--- src/rtl/pfc_pkg.sv ---
/*
 Constants for the per-function command register bank: offsets, field
 positions, masks, reset values and the bus command used for writes.
 Assumes a configuration access port that is synchronous to the clock.
*/
package pfc_pkg;
	// ==========================================================
	// Sizes
	localparam int NUM_FUNC = 3;
	localparam int FUNC_W = 2;
	localparam int REG_W = 16;
	localparam int OFFSET_W = 8;
	localparam int BE_W = 2;
	localparam int BYTE_W = 8;
	localparam int PALETTE_W = 32;
	localparam int CMD_W = 4;

	// ==========================================================
	// Register map
	localparam logic [OFFSET_W-1:0] BUS_INTERFACE_CONTROL_OFFSET = 8'h04;
	localparam logic [REG_W-1:0] BUS_INTERFACE_CONTROL_RESET = 16'h0000;
	// Writable bits: 10, 8, 6, 5, 2, 1, 0
	localparam logic [REG_W-1:0] BUS_INTERFACE_CONTROL_WMASK = 16'h0567;

	// ==========================================================
	// Field positions
	localparam int IO_SPACE_ENABLE_BIT = 0;
	localparam int MEMORY_SPACE_ENABLE_BIT = 1;
	localparam int INITIATOR_ENABLE_BIT = 2;
	localparam int BROADCAST_CYCLE_ENABLE_BIT = 3;
	localparam int WRITE_INVALIDATE_ENABLE_BIT = 4;
	localparam int PALETTE_SNOOP_ENABLE_BIT = 5;
	localparam int PARITY_RESPONSE_ENABLE_BIT = 6;
	localparam int SYSTEM_ERROR_ENABLE_BIT = 8;
	localparam int BACK_TO_BACK_ENABLE_BIT = 9;
	localparam int LEGACY_INTERRUPT_INHIBIT_BIT = 10;

	// ==========================================================
	// Bus commands
	localparam logic [CMD_W-1:0] CMD_MEMORY_WRITE = 4'h7;
	localparam logic [CMD_W-1:0] CMD_IDLE = 4'h0;
endpackage

--- src/rtl/pfc_cmd_reg.sv ---
/*
 One function's command register: byte-lane writes through a mask,
 and the readback with locked bits forced to zero.
 Assumes write strobes are one-cycle pulses on the system clock.
*/
`timescale 1ns/1ns
module pfc_cmd_reg
(
	input wire logic clk_in,
	input wire logic reset_in,
	input wire logic wr_in,
	input wire logic [pfc_pkg::BE_W-1:0] byte_en_in,
	input wire logic [pfc_pkg::REG_W-1:0] wdata_in,
	input wire logic rev23_features_enable_in,
	output logic [pfc_pkg::REG_W-1:0] value_out
);
	logic [pfc_pkg::REG_W-1:0] cmd;
	logic [pfc_pkg::REG_W-1:0] lane_mask;
	logic [pfc_pkg::REG_W-1:0] wmask;

	// ==========================================================
	// Write mask
	always_comb
	begin
		lane_mask = {{pfc_pkg::BYTE_W{byte_en_in[1]}}, {pfc_pkg::BYTE_W{byte_en_in[0]}}};
		wmask = lane_mask & pfc_pkg::BUS_INTERFACE_CONTROL_WMASK;
	end

	// ==========================================================
	// Storage
	always_ff @(posedge clk_in or posedge reset_in)
	begin
		if (reset_in)
		begin
			cmd <= pfc_pkg::BUS_INTERFACE_CONTROL_RESET;
		end
		else
		begin
			if (wr_in)
			begin
				cmd <= (cmd & ~wmask) | (wdata_in & wmask);
			end
			// Locked inhibit must not come back set when features return
			if (!rev23_features_enable_in)
			begin
				cmd[pfc_pkg::LEGACY_INTERRUPT_INHIBIT_BIT] <= 1'h0;
			end
		end
	end

	always_comb
	begin
		value_out = cmd & pfc_pkg::BUS_INTERFACE_CONTROL_WMASK;
		if (!rev23_features_enable_in)
		begin
			value_out[pfc_pkg::LEGACY_INTERRUPT_INHIBIT_BIT] = 1'h0;
		end
	end
endmodule

--- src/rtl/pfc_bank.sv ---
/*
 Command register bank for three bus functions and the gating that the
 enable bits apply to claims, initiator requests, interrupts and parity.
 Assumes all inputs are synchronous to CLK_SYS_IN; the bus interface logic
 outside decodes cycles and resolves open-drain pins from the enables.
*/
`timescale 1ns/1ns
module pfc_bank
(
	input wire logic CLK_SYS_IN,
	input wire logic RESET_IN,
	// Configuration access
	input wire logic CFG_WR_IN,
	input wire logic CFG_RD_IN,
	input wire logic [pfc_pkg::FUNC_W-1:0] CFG_FUNC_IN,
	input wire logic [pfc_pkg::OFFSET_W-1:0] CFG_OFFSET_IN,
	input wire logic [pfc_pkg::BE_W-1:0] CFG_BYTE_EN_IN,
	input wire logic [pfc_pkg::REG_W-1:0] CFG_WDATA_IN,
	output logic [pfc_pkg::REG_W-1:0] CFG_RDATA_OUT,
	output logic CFG_ACK_OUT,
	output logic CFG_HIT_OUT,
	// General control feature bit
	input wire logic REV23_FEATURES_ENABLE_IN,
	// Target decode
	input wire logic [pfc_pkg::NUM_FUNC-1:0] MEM_DECODE_IN,
	input wire logic [pfc_pkg::NUM_FUNC-1:0] IO_DECODE_IN,
	input wire logic [pfc_pkg::NUM_FUNC-1:0] PALETTE_WR_IN,
	input wire logic [pfc_pkg::PALETTE_W-1:0] PALETTE_DATA_IN,
	input wire logic SPECIAL_CYCLE_IN,
	output logic [pfc_pkg::NUM_FUNC-1:0] MEM_CLAIM_OUT,
	output logic [pfc_pkg::NUM_FUNC-1:0] IO_CLAIM_OUT,
	output logic [pfc_pkg::NUM_FUNC-1:0] PALETTE_SNOOP_VALID_OUT,
	output logic [pfc_pkg::PALETTE_W-1:0] PALETTE_SNOOP_DATA_OUT,
	// Initiator
	input wire logic [pfc_pkg::NUM_FUNC-1:0] INIT_REQ_IN,
	input wire logic [pfc_pkg::NUM_FUNC-1:0] INIT_WRITE_IN,
	input wire logic BUS_GNT_N_IN,
	output logic BUS_REQ_N_OUT,
	output logic [pfc_pkg::NUM_FUNC-1:0] INIT_GO_OUT,
	output logic [pfc_pkg::CMD_W-1:0] INIT_CMD_OUT,
	// Interrupts
	input wire logic [pfc_pkg::NUM_FUNC-1:0] INT_REQ_IN,
	output logic [pfc_pkg::NUM_FUNC-1:0] INT_ASSERT_OUT,
	// Parity
	input wire logic ADDR_PAR_ERR_IN,
	input wire logic DATA_PAR_ERR_IN,
	output logic SERR_N_OUT,
	output logic SERR_OE_OUT,
	output logic PERR_N_OUT,
	output logic PERR_OE_OUT,
	output logic SERR_EVENT_OUT
);
	logic [pfc_pkg::REG_W-1:0] reg_value [pfc_pkg::NUM_FUNC];
	logic [pfc_pkg::NUM_FUNC-1:0] func_wr;
	logic [pfc_pkg::NUM_FUNC-1:0] io_en;
	logic [pfc_pkg::NUM_FUNC-1:0] mem_en;
	logic [pfc_pkg::NUM_FUNC-1:0] init_en;
	logic [pfc_pkg::NUM_FUNC-1:0] snoop_en;
	logic [pfc_pkg::NUM_FUNC-1:0] par_en;
	logic [pfc_pkg::NUM_FUNC-1:0] system_error_enable;
	logic [pfc_pkg::NUM_FUNC-1:0] int_inhibit;
	logic func_valid;
	logic offset_hit;
	logic par_any;
	logic serr_any;
	logic [pfc_pkg::NUM_FUNC-1:0] init_allowed;
	logic [pfc_pkg::NUM_FUNC-1:0] palette_capture;
	logic [pfc_pkg::REG_W-1:0] next_rdata;
	logic next_serr;
	logic next_perr;
	logic [pfc_pkg::CMD_W-1:0] next_cmd;

	// ==========================================================
	// Configuration decode
	always_comb
	begin
		func_valid = (CFG_FUNC_IN < pfc_pkg::FUNC_W'(pfc_pkg::NUM_FUNC));
	end

	// Only one offset is mapped in each function's space
	always_comb
	begin
		offset_hit = (CFG_OFFSET_IN == pfc_pkg::BUS_INTERFACE_CONTROL_OFFSET);
	end

	// ==========================================================
	// Per-function registers and their enables
	generate
		for (genvar f = 0; f < pfc_pkg::NUM_FUNC; f++)
		begin : g_func
			// Each function decodes its own write strobe
			assign func_wr[f] = CFG_WR_IN && func_valid && offset_hit
				&& (CFG_FUNC_IN == pfc_pkg::FUNC_W'(f));

			pfc_cmd_reg u_reg
			(
				.clk_in(CLK_SYS_IN),
				.reset_in(RESET_IN),
				.wr_in(func_wr[f]),
				.byte_en_in(CFG_BYTE_EN_IN),
				.wdata_in(CFG_WDATA_IN),
				.rev23_features_enable_in(REV23_FEATURES_ENABLE_IN),
				.value_out(reg_value[f])
			);

			assign io_en[f] = reg_value[f][pfc_pkg::IO_SPACE_ENABLE_BIT];
			assign mem_en[f] = reg_value[f][pfc_pkg::MEMORY_SPACE_ENABLE_BIT];
			assign init_en[f] = reg_value[f][pfc_pkg::INITIATOR_ENABLE_BIT];
			assign snoop_en[f] = reg_value[f][pfc_pkg::PALETTE_SNOOP_ENABLE_BIT];
			assign par_en[f] = reg_value[f][pfc_pkg::PARITY_RESPONSE_ENABLE_BIT];
			assign system_error_enable[f] = reg_value[f][pfc_pkg::SYSTEM_ERROR_ENABLE_BIT];
			assign int_inhibit[f] = reg_value[f][pfc_pkg::LEGACY_INTERRUPT_INHIBIT_BIT];

			// Palette writes are I/O cycles; a snooping function lets another agent answer
			assign palette_capture[f] = PALETTE_WR_IN[f] && snoop_en[f];

			always_comb
			begin
				MEM_CLAIM_OUT[f] = MEM_DECODE_IN[f] && mem_en[f] && !SPECIAL_CYCLE_IN;
			end

			// Special cycles are never claimed, whatever the decode says
			always_comb
			begin
				IO_CLAIM_OUT[f] = IO_DECODE_IN[f] && io_en[f] && !SPECIAL_CYCLE_IN
					&& !palette_capture[f];
			end

			// Interrupt gating is combinational so inhibit acts at once
			assign INT_ASSERT_OUT[f] = INT_REQ_IN[f] && !int_inhibit[f];

			assign init_allowed[f] = INIT_REQ_IN[f] && init_en[f];
		end
	endgenerate

	// ==========================================================
	// Enables shared by the whole device
	always_comb
	begin
		par_any = |par_en;
	end

	// Wired OR: each function still reads back only its own copy
	always_comb
	begin
		serr_any = |system_error_enable;
	end

	// ==========================================================
	// Configuration readback
	always_comb
	begin
		next_rdata = '0;
		if (func_valid && offset_hit)
		begin
			// Reserved and hardwired bits are already zero in the register value
			next_rdata = reg_value[CFG_FUNC_IN];
		end
	end

	// Read data holds until the next read, so the host may sample it late
	always_ff @(posedge CLK_SYS_IN or posedge RESET_IN)
	begin
		if (RESET_IN)
		begin
			CFG_RDATA_OUT <= pfc_pkg::BUS_INTERFACE_CONTROL_RESET;
		end
		else if (CFG_RD_IN)
		begin
			CFG_RDATA_OUT <= next_rdata;
		end
	end

	// One acknowledge per access, unmapped offsets included, so no cycle hangs
	always_ff @(posedge CLK_SYS_IN or posedge RESET_IN)
	begin
		if (RESET_IN)
		begin
			CFG_ACK_OUT <= 1'h0;
		end
		else
		begin
			CFG_ACK_OUT <= CFG_RD_IN || CFG_WR_IN;
		end
	end

	// Hit tells the host whether the access reached a real register
	always_ff @(posedge CLK_SYS_IN or posedge RESET_IN)
	begin
		if (RESET_IN)
		begin
			CFG_HIT_OUT <= 1'h0;
		end
		else
		begin
			CFG_HIT_OUT <= (CFG_RD_IN || CFG_WR_IN) && func_valid && offset_hit;
		end
	end

	// ==========================================================
	// Palette snoop capture
	always_ff @(posedge CLK_SYS_IN or posedge RESET_IN)
	begin
		if (RESET_IN)
		begin
			PALETTE_SNOOP_DATA_OUT <= '0;
		end
		else if (|palette_capture)
		begin
			PALETTE_SNOOP_DATA_OUT <= PALETTE_DATA_IN;
		end
	end

	// One pulse per captured write; the data alone cannot show a repeat
	always_ff @(posedge CLK_SYS_IN or posedge RESET_IN)
	begin
		if (RESET_IN)
		begin
			PALETTE_SNOOP_VALID_OUT <= '0;
		end
		else
		begin
			PALETTE_SNOOP_VALID_OUT <= palette_capture;
		end
	end

	// ==========================================================
	// Initiator
	// Request is registered to meet bus timing; grant is passed on combinationally
	always_ff @(posedge CLK_SYS_IN or posedge RESET_IN)
	begin
		if (RESET_IN)
		begin
			BUS_REQ_N_OUT <= 1'h1;
		end
		else
		begin
			BUS_REQ_N_OUT <= !(|init_allowed);
		end
	end

	always_comb
	begin
		INIT_GO_OUT = init_allowed & {pfc_pkg::NUM_FUNC{!BUS_GNT_N_IN && !BUS_REQ_N_OUT}};
	end

	// Write-and-invalidate is never offered, so every write goes out as a plain write
	always_comb
	begin
		next_cmd = pfc_pkg::CMD_IDLE;
		if (|(init_allowed & INIT_WRITE_IN))
		begin
			next_cmd = pfc_pkg::CMD_MEMORY_WRITE;
		end
	end

	// Registered so the command lines up with the registered request
	always_ff @(posedge CLK_SYS_IN or posedge RESET_IN)
	begin
		if (RESET_IN)
		begin
			INIT_CMD_OUT <= pfc_pkg::CMD_IDLE;
		end
		else
		begin
			INIT_CMD_OUT <= next_cmd;
		end
	end

	// ==========================================================
	// Parity error reporting
	always_comb
	begin
		next_serr = ADDR_PAR_ERR_IN && serr_any && par_any;
		next_perr = DATA_PAR_ERR_IN && par_any;
	end

	// Open-drain pins: the value is low only while enabled, pulled high otherwise
	always_ff @(posedge CLK_SYS_IN or posedge RESET_IN)
	begin
		if (RESET_IN)
		begin
			SERR_OE_OUT <= 1'h0;
		end
		else
		begin
			SERR_OE_OUT <= next_serr;
		end
	end

	always_ff @(posedge CLK_SYS_IN or posedge RESET_IN)
	begin
		if (RESET_IN)
		begin
			SERR_N_OUT <= 1'h1;
		end
		else
		begin
			SERR_N_OUT <= !next_serr;
		end
	end

	// Event pulse lets the status logic outside record a signalled error
	always_ff @(posedge CLK_SYS_IN or posedge RESET_IN)
	begin
		if (RESET_IN)
		begin
			SERR_EVENT_OUT <= 1'h0;
		end
		else
		begin
			SERR_EVENT_OUT <= next_serr;
		end
	end

	// Limitation: PERR is one cycle wide; sustaining it is left to the pin logic
	always_ff @(posedge CLK_SYS_IN or posedge RESET_IN)
	begin
		if (RESET_IN)
		begin
			PERR_OE_OUT <= 1'h0;
		end
		else
		begin
			PERR_OE_OUT <= next_perr;
		end
	end

	always_ff @(posedge CLK_SYS_IN or posedge RESET_IN)
	begin
		if (RESET_IN)
		begin
			PERR_N_OUT <= 1'h1;
		end
		else
		begin
			PERR_N_OUT <= !next_perr;
		end
	end
endmodule

--- config.mk ---
export PLATFORM = sky130hd
export DESIGN_NAME = pfc_bank
export DESIGN_NICKNAME = d
export VERILOG_FILES = /design/src/rtl/pfc_pkg.sv /design/src/rtl/pfc_cmd_reg.sv /design/src/rtl/pfc_bank.sv
export SDC_FILE = /design/constraint.sdc
export NUM_CORES = 1
export LEC_CHECK = 0
export BUFFER_PORTS_ARGS = -buffer_cell sky130_fd_sc_hd__buf_2
export CAP_MARGIN = 20
export CORE_MARGIN = 1.5
export CORE_UTILIZATION = 40
export CTS_BUF_LIST = sky130_fd_sc_hd__clkbuf_16
export CTS_CLUSTER_DIAMETER = 100
export DETAILED_ROUTE_END_ITERATION = 10
export MAX_ROUTING_LAYER = met4
export PLACE_DENSITY = 0.68
export SETUP_SLACK_MARGIN = 0.5
export SYNTH_ARGS = -nofsm -noshare
export SYNTH_HDL_FRONTEND = slang
export SYNTH_HIERARCHICAL = 1
export SYNTH_SLANG_ARGS = --single-unit
--- constraint.sdc ---
create_clock -name CLK_SYS_IN -period 3.1 [get_ports CLK_SYS_IN]
set_clock_uncertainty 0.2 [all_clocks]
set_input_delay 0.93 -clock CLK_SYS_IN [delete_from_list [all_inputs] [get_ports CLK_SYS_IN]]
set_output_delay 0.93 -clock CLK_SYS_IN [all_outputs]
set_load 0.02 [all_outputs]
---- Yosys cells after proc, flatten, opt, wreduce, memory -nomap -nowiden ----
Cells that the tools add are included.
storage, ports and cells
  flip-flop bits (word level) ............. 110
  latch bits .............................. 0
  RAM bits ................................ 0
  memory bits (read-only) ................. 0
  output and inout bits ................... 75
  word-level logic and storage cells ...... 105
  memories ................................ 0
operators by class
  add/subtract/negate cells ............... 0
  $mul .................................... 0
  div/mod/pow operators ................... 0
  order comparisons ....................... 2
  equal/unequal tests ..................... 6
  shift-type cells ........................ 0
  muxes and demuxes ....................... 14
  bitwise operators ....................... 11
  reduce and logical (&&, ||, !) cells .... 55
operator list
  operator            number
  $and 16x16->16      3
  $mux 16             3
  $or 16x16->16       3
  $logic_and 1x1->1   36
  $mux 11             3
  $bmux 16 s2         1
  $and 16x11->16      1
  $not 11->16         1
  $reduce_or 3->1     5
  $logic_not 1->1     12
  $eq 8x3->1 const B  1
  $and 3x3->3         2
  $mux 1              6
  $ne 2x1->1 const B  3
  $ge 3x3->1 const B  1
  $mux 3              1
  $not 2->3           1
  $eq 2x1->1 const B  1
  $eq 2x2->1 const B  1
  $logic_not 2->1     1
  $lt 2x2->1 const B  1
  $logic_or 1x1->1    1

---- Logic depth before layout (Yosys ltp) ----
  depth in word-level cells ............... 6
  depth in mapped cells ................... 6

---- Cells and area by module ----
The synthesis kept the hierarchy.
modules (own cells, without submodules)
  module       times used  cells each  area an instance (um2)
  pfc_bank     1           222         2807.7
  pfc_cmd_reg  3           36          399.1

---- Worst setup path after synthesis ----
Ideal clock, no wire load.
  path kind ............................... input -> register
  start ................................... in CFG_OFFSET_IN[0] (netlist name)
  end ..................................... reg (tool-made name)
  library setup time ...................... 125 ps
  arrival ................................. 2721 ps
  path slack .............................. 54 ps
  stages on the path ...................... 5
  buffers on the path ..................... 0
  cell sequence ........................... or4b_4 or3_4 nor4b_2 and2_2 mux2_4
RTL lines
  item         RTL line        source
  from (decl)  pfc_bank.sv:16  input wire logic [pfc_pkg::OFFSET_W-1:0] CFG_OFFSET_IN,

==> run metrics <==
status=complete, no violations; Finish-stage setup viols=0; worst path required time=3110 ps; clk slew on worst S/H paths=60 ps; share of cells above drive strength 1=54.4%; Std-Cell Rows=36; Worst-Skew Late Latency=320 ps; Nets=547; clock sink count=80; Post-CTS Hold Fix Bufs=0; Num CTS Buffers=9; total number of vias=2817; Sw Ratio=about a quarter; crit start category=input pin; die span in x=103 um; cell internal pwr=0.00189 W; FF+latch count, synth=80; Seq pwr share=45.2%; full die area=between 0.01 and 0.015 mm2; Tmin final=2790 ps; final period utilization=90.0%; HPWL Detailed=roughly 6.3 mm; Pwr per Cell Area=497 mW/mm2; placement-stage cell area=about 0.0047 mm2; # port buffers=151; VDD IR max=0.201 mV; leakage dissipation=about 2.9 nW; Seq/Total Area, Yosys=roughly half; CTS root buffer=clkbuf_16; deepest clock path buffer count=2; # diodes=0; Switch Pwr=0.000641 W; DRC violations left=0; Final Slew Violations=0; drt first pass iters=4; Fmax achieved=0.358 GHz; largest net degree at the start of global routing=36; drt first-iter violations=65; unrepaired setup endpoints after global routing=yes; Post-Syn Instances=330; Post-DRT Antenna Nets=0; routability cong.=0.753; number of global-route vias before repair=2636; maxcap violations=0; share of total power in the clock network=39.9%; Crit. End Element=flip-flop; average wire per standard cell=14.0 um; Hold Fails Final Rpt=0; initial core utilization=roughly two fifths; Total GRT Usage=between 10% and 20%; Gate power share=14.9%; commonest cells after routing, fill and taps aside=buf_2 (139), dfrtp_1 (77), mux2_2 (42), conb_1 (28), nand3b_1 (17); vias per cell=4.71; Final Cell Area=0.00508 mm2; die height=103 um; drt total wl=~8.4 mm; Max-slew headroom=58.9%; most common cell after layout, fill and taps aside=buf_2; synthesized area per cell=approximately 12 um2; Syn. warnings=6; Worst Tran Pin Value=617 ps; first-pass GRT wire length=approximately 13 mm; Core ar.=0.00973 mm2; HP Class=reg2reg; CTS tree=built; synthesized cell area=0.00401 mm2; initial antenna violation count=0; H-Tree Depth=3; Fin Hold WS=286 ps; total congestion overflow=0; CP Max Fanout=3; critical path class=in2reg; IO Count=162; Yosys cell types=37; area delta synth->final=26.9%; CP arrival=about 2800 ps
==> path summary, 6_finish.rpt <==
path,slack (ps),to,cells past startpoint,from
worst max-delay path,310,flip-flop,6,CFG_OFFSET_IN[1]
worst min-delay path,290,PALETTE_SNOOP_DATA_OUT[23],1,PALETTE_SNOOP_DATA_OUT[23]
worst max register to register,1280,PALETTE_SNOOP_DATA_OUT[27],4,flip-flop
worst min register to register,290,PALETTE_SNOOP_DATA_OUT[23],1,PALETTE_SNOOP_DATA_OUT[23]
max in group asynchronous,1550,PERR_N_OUT,3,RESET_IN
min in group asynchronous,370,g_func[0].u_reg/cmd[10],2,RESET_IN
==> critical path, cell delays in order <==
cell and delay, ps:
buf_6 90, or4_4 530, or3_4 440, nor4b_4 300, and2_4 210, mux2_4 290
==> layer usage <==
metal / GRT usage, % / vias up / share of wire, %
li1: - / 1355 / -
met3: 3.39 / 8 / 5.1
met4: 4.99 / 0 / 0.81
met5: - / - / 0
met2: 27.1 / 88 / 51
met1: 19.6 / 1366 / 43
==> stage by stage <==
stage | instances | worst slack, ps | power, W | TNS (ps) | utilization, %
floorplan | 354 | 143 | 0.00141 | 0 | -
global placement | 580 | -18.2 | 0.00153 | -18.2 | 48.1
detailed placement | 580 | -25.1 | 0.00154 | -25.1 | 48.1
CTS | 596 | 325 | 0.00256 | 0 | 51.4
global route | 598 | 286 | 0.00265 | 0 | 52.3
finish | 598 | 310 | 0.00253 | 0 | 52.3
==> power groups by stage <==
stage / logic (W) / clock network (W) / registers [W]
2_1_floorplan: 0.000164 / 0 / 0.00124
3_3_place_gp: 0.000367 / 0 / 0.00116
3_5_place_dp: 0.000374 / 0 / 0.00116
4_1_cts: 0.000377 / 0.00104 / 0.00114
5_1_grt: 0.000417 / 0.00108 / 0.00115
6_report: 0.000377 / 0.00101 / 0.00114
==> timing repair <==
action,4_1_cts,5_1_grt
buffers inserted,0,2
pin swaps,5,6
setup endpoints to repair,24,30
gates resized for setup,14,24
==> cell families (layout without fill, tap and decap cells) <==
family / after synthesis / count (layout) / synth area share (%)
compound gates: 36 / 36 / 7.90
flops: 80 / 80 / 50.1
buf+inv: 74 / 185 / 11.9
simple gates: 70 / 70 / 11.4
mux: 66 / 66 / 18.3
other cells: 4 / 28 / 0.375
==> final cells by class <==
class	instances	area, um2
clock buffer	9	225
fill	900	4650
tap	133	166
inverter	9	33.8
multi-input combinational	200	1710
clock inverter	7	62.6
timing repair buffer	160	885
sequential	80	2010
==> cell usage after synthesis (all sizes together) <==
master  instances  area [um2]
nand2          14        60.1
and3b           3        26.3
conb            4        15.0
o211a          16         160
inv             9        33.8
mux2i          16         160
nor2            1        3.75
nor2b           3        18.8
dfrtp          77        1930
or3             3        23.8
buf            56         408
nand4           3        18.8
nor3            8        45.0
o211ai         16         120
and3            1        6.26
o21ai           3        15.0
dfstp           3        78.8
or4b            1        13.8
or2             1        6.26
nand3b         17         128
clkbuf          9        33.8
o31ai           1        21.3
and2b           1        8.76
mux2           50         574
nor4b           1        15.0
and2            7        47.5
nand3           5        25.0
or4             1        11.3
Note: power is estimated with default switching activity, not from simulation.
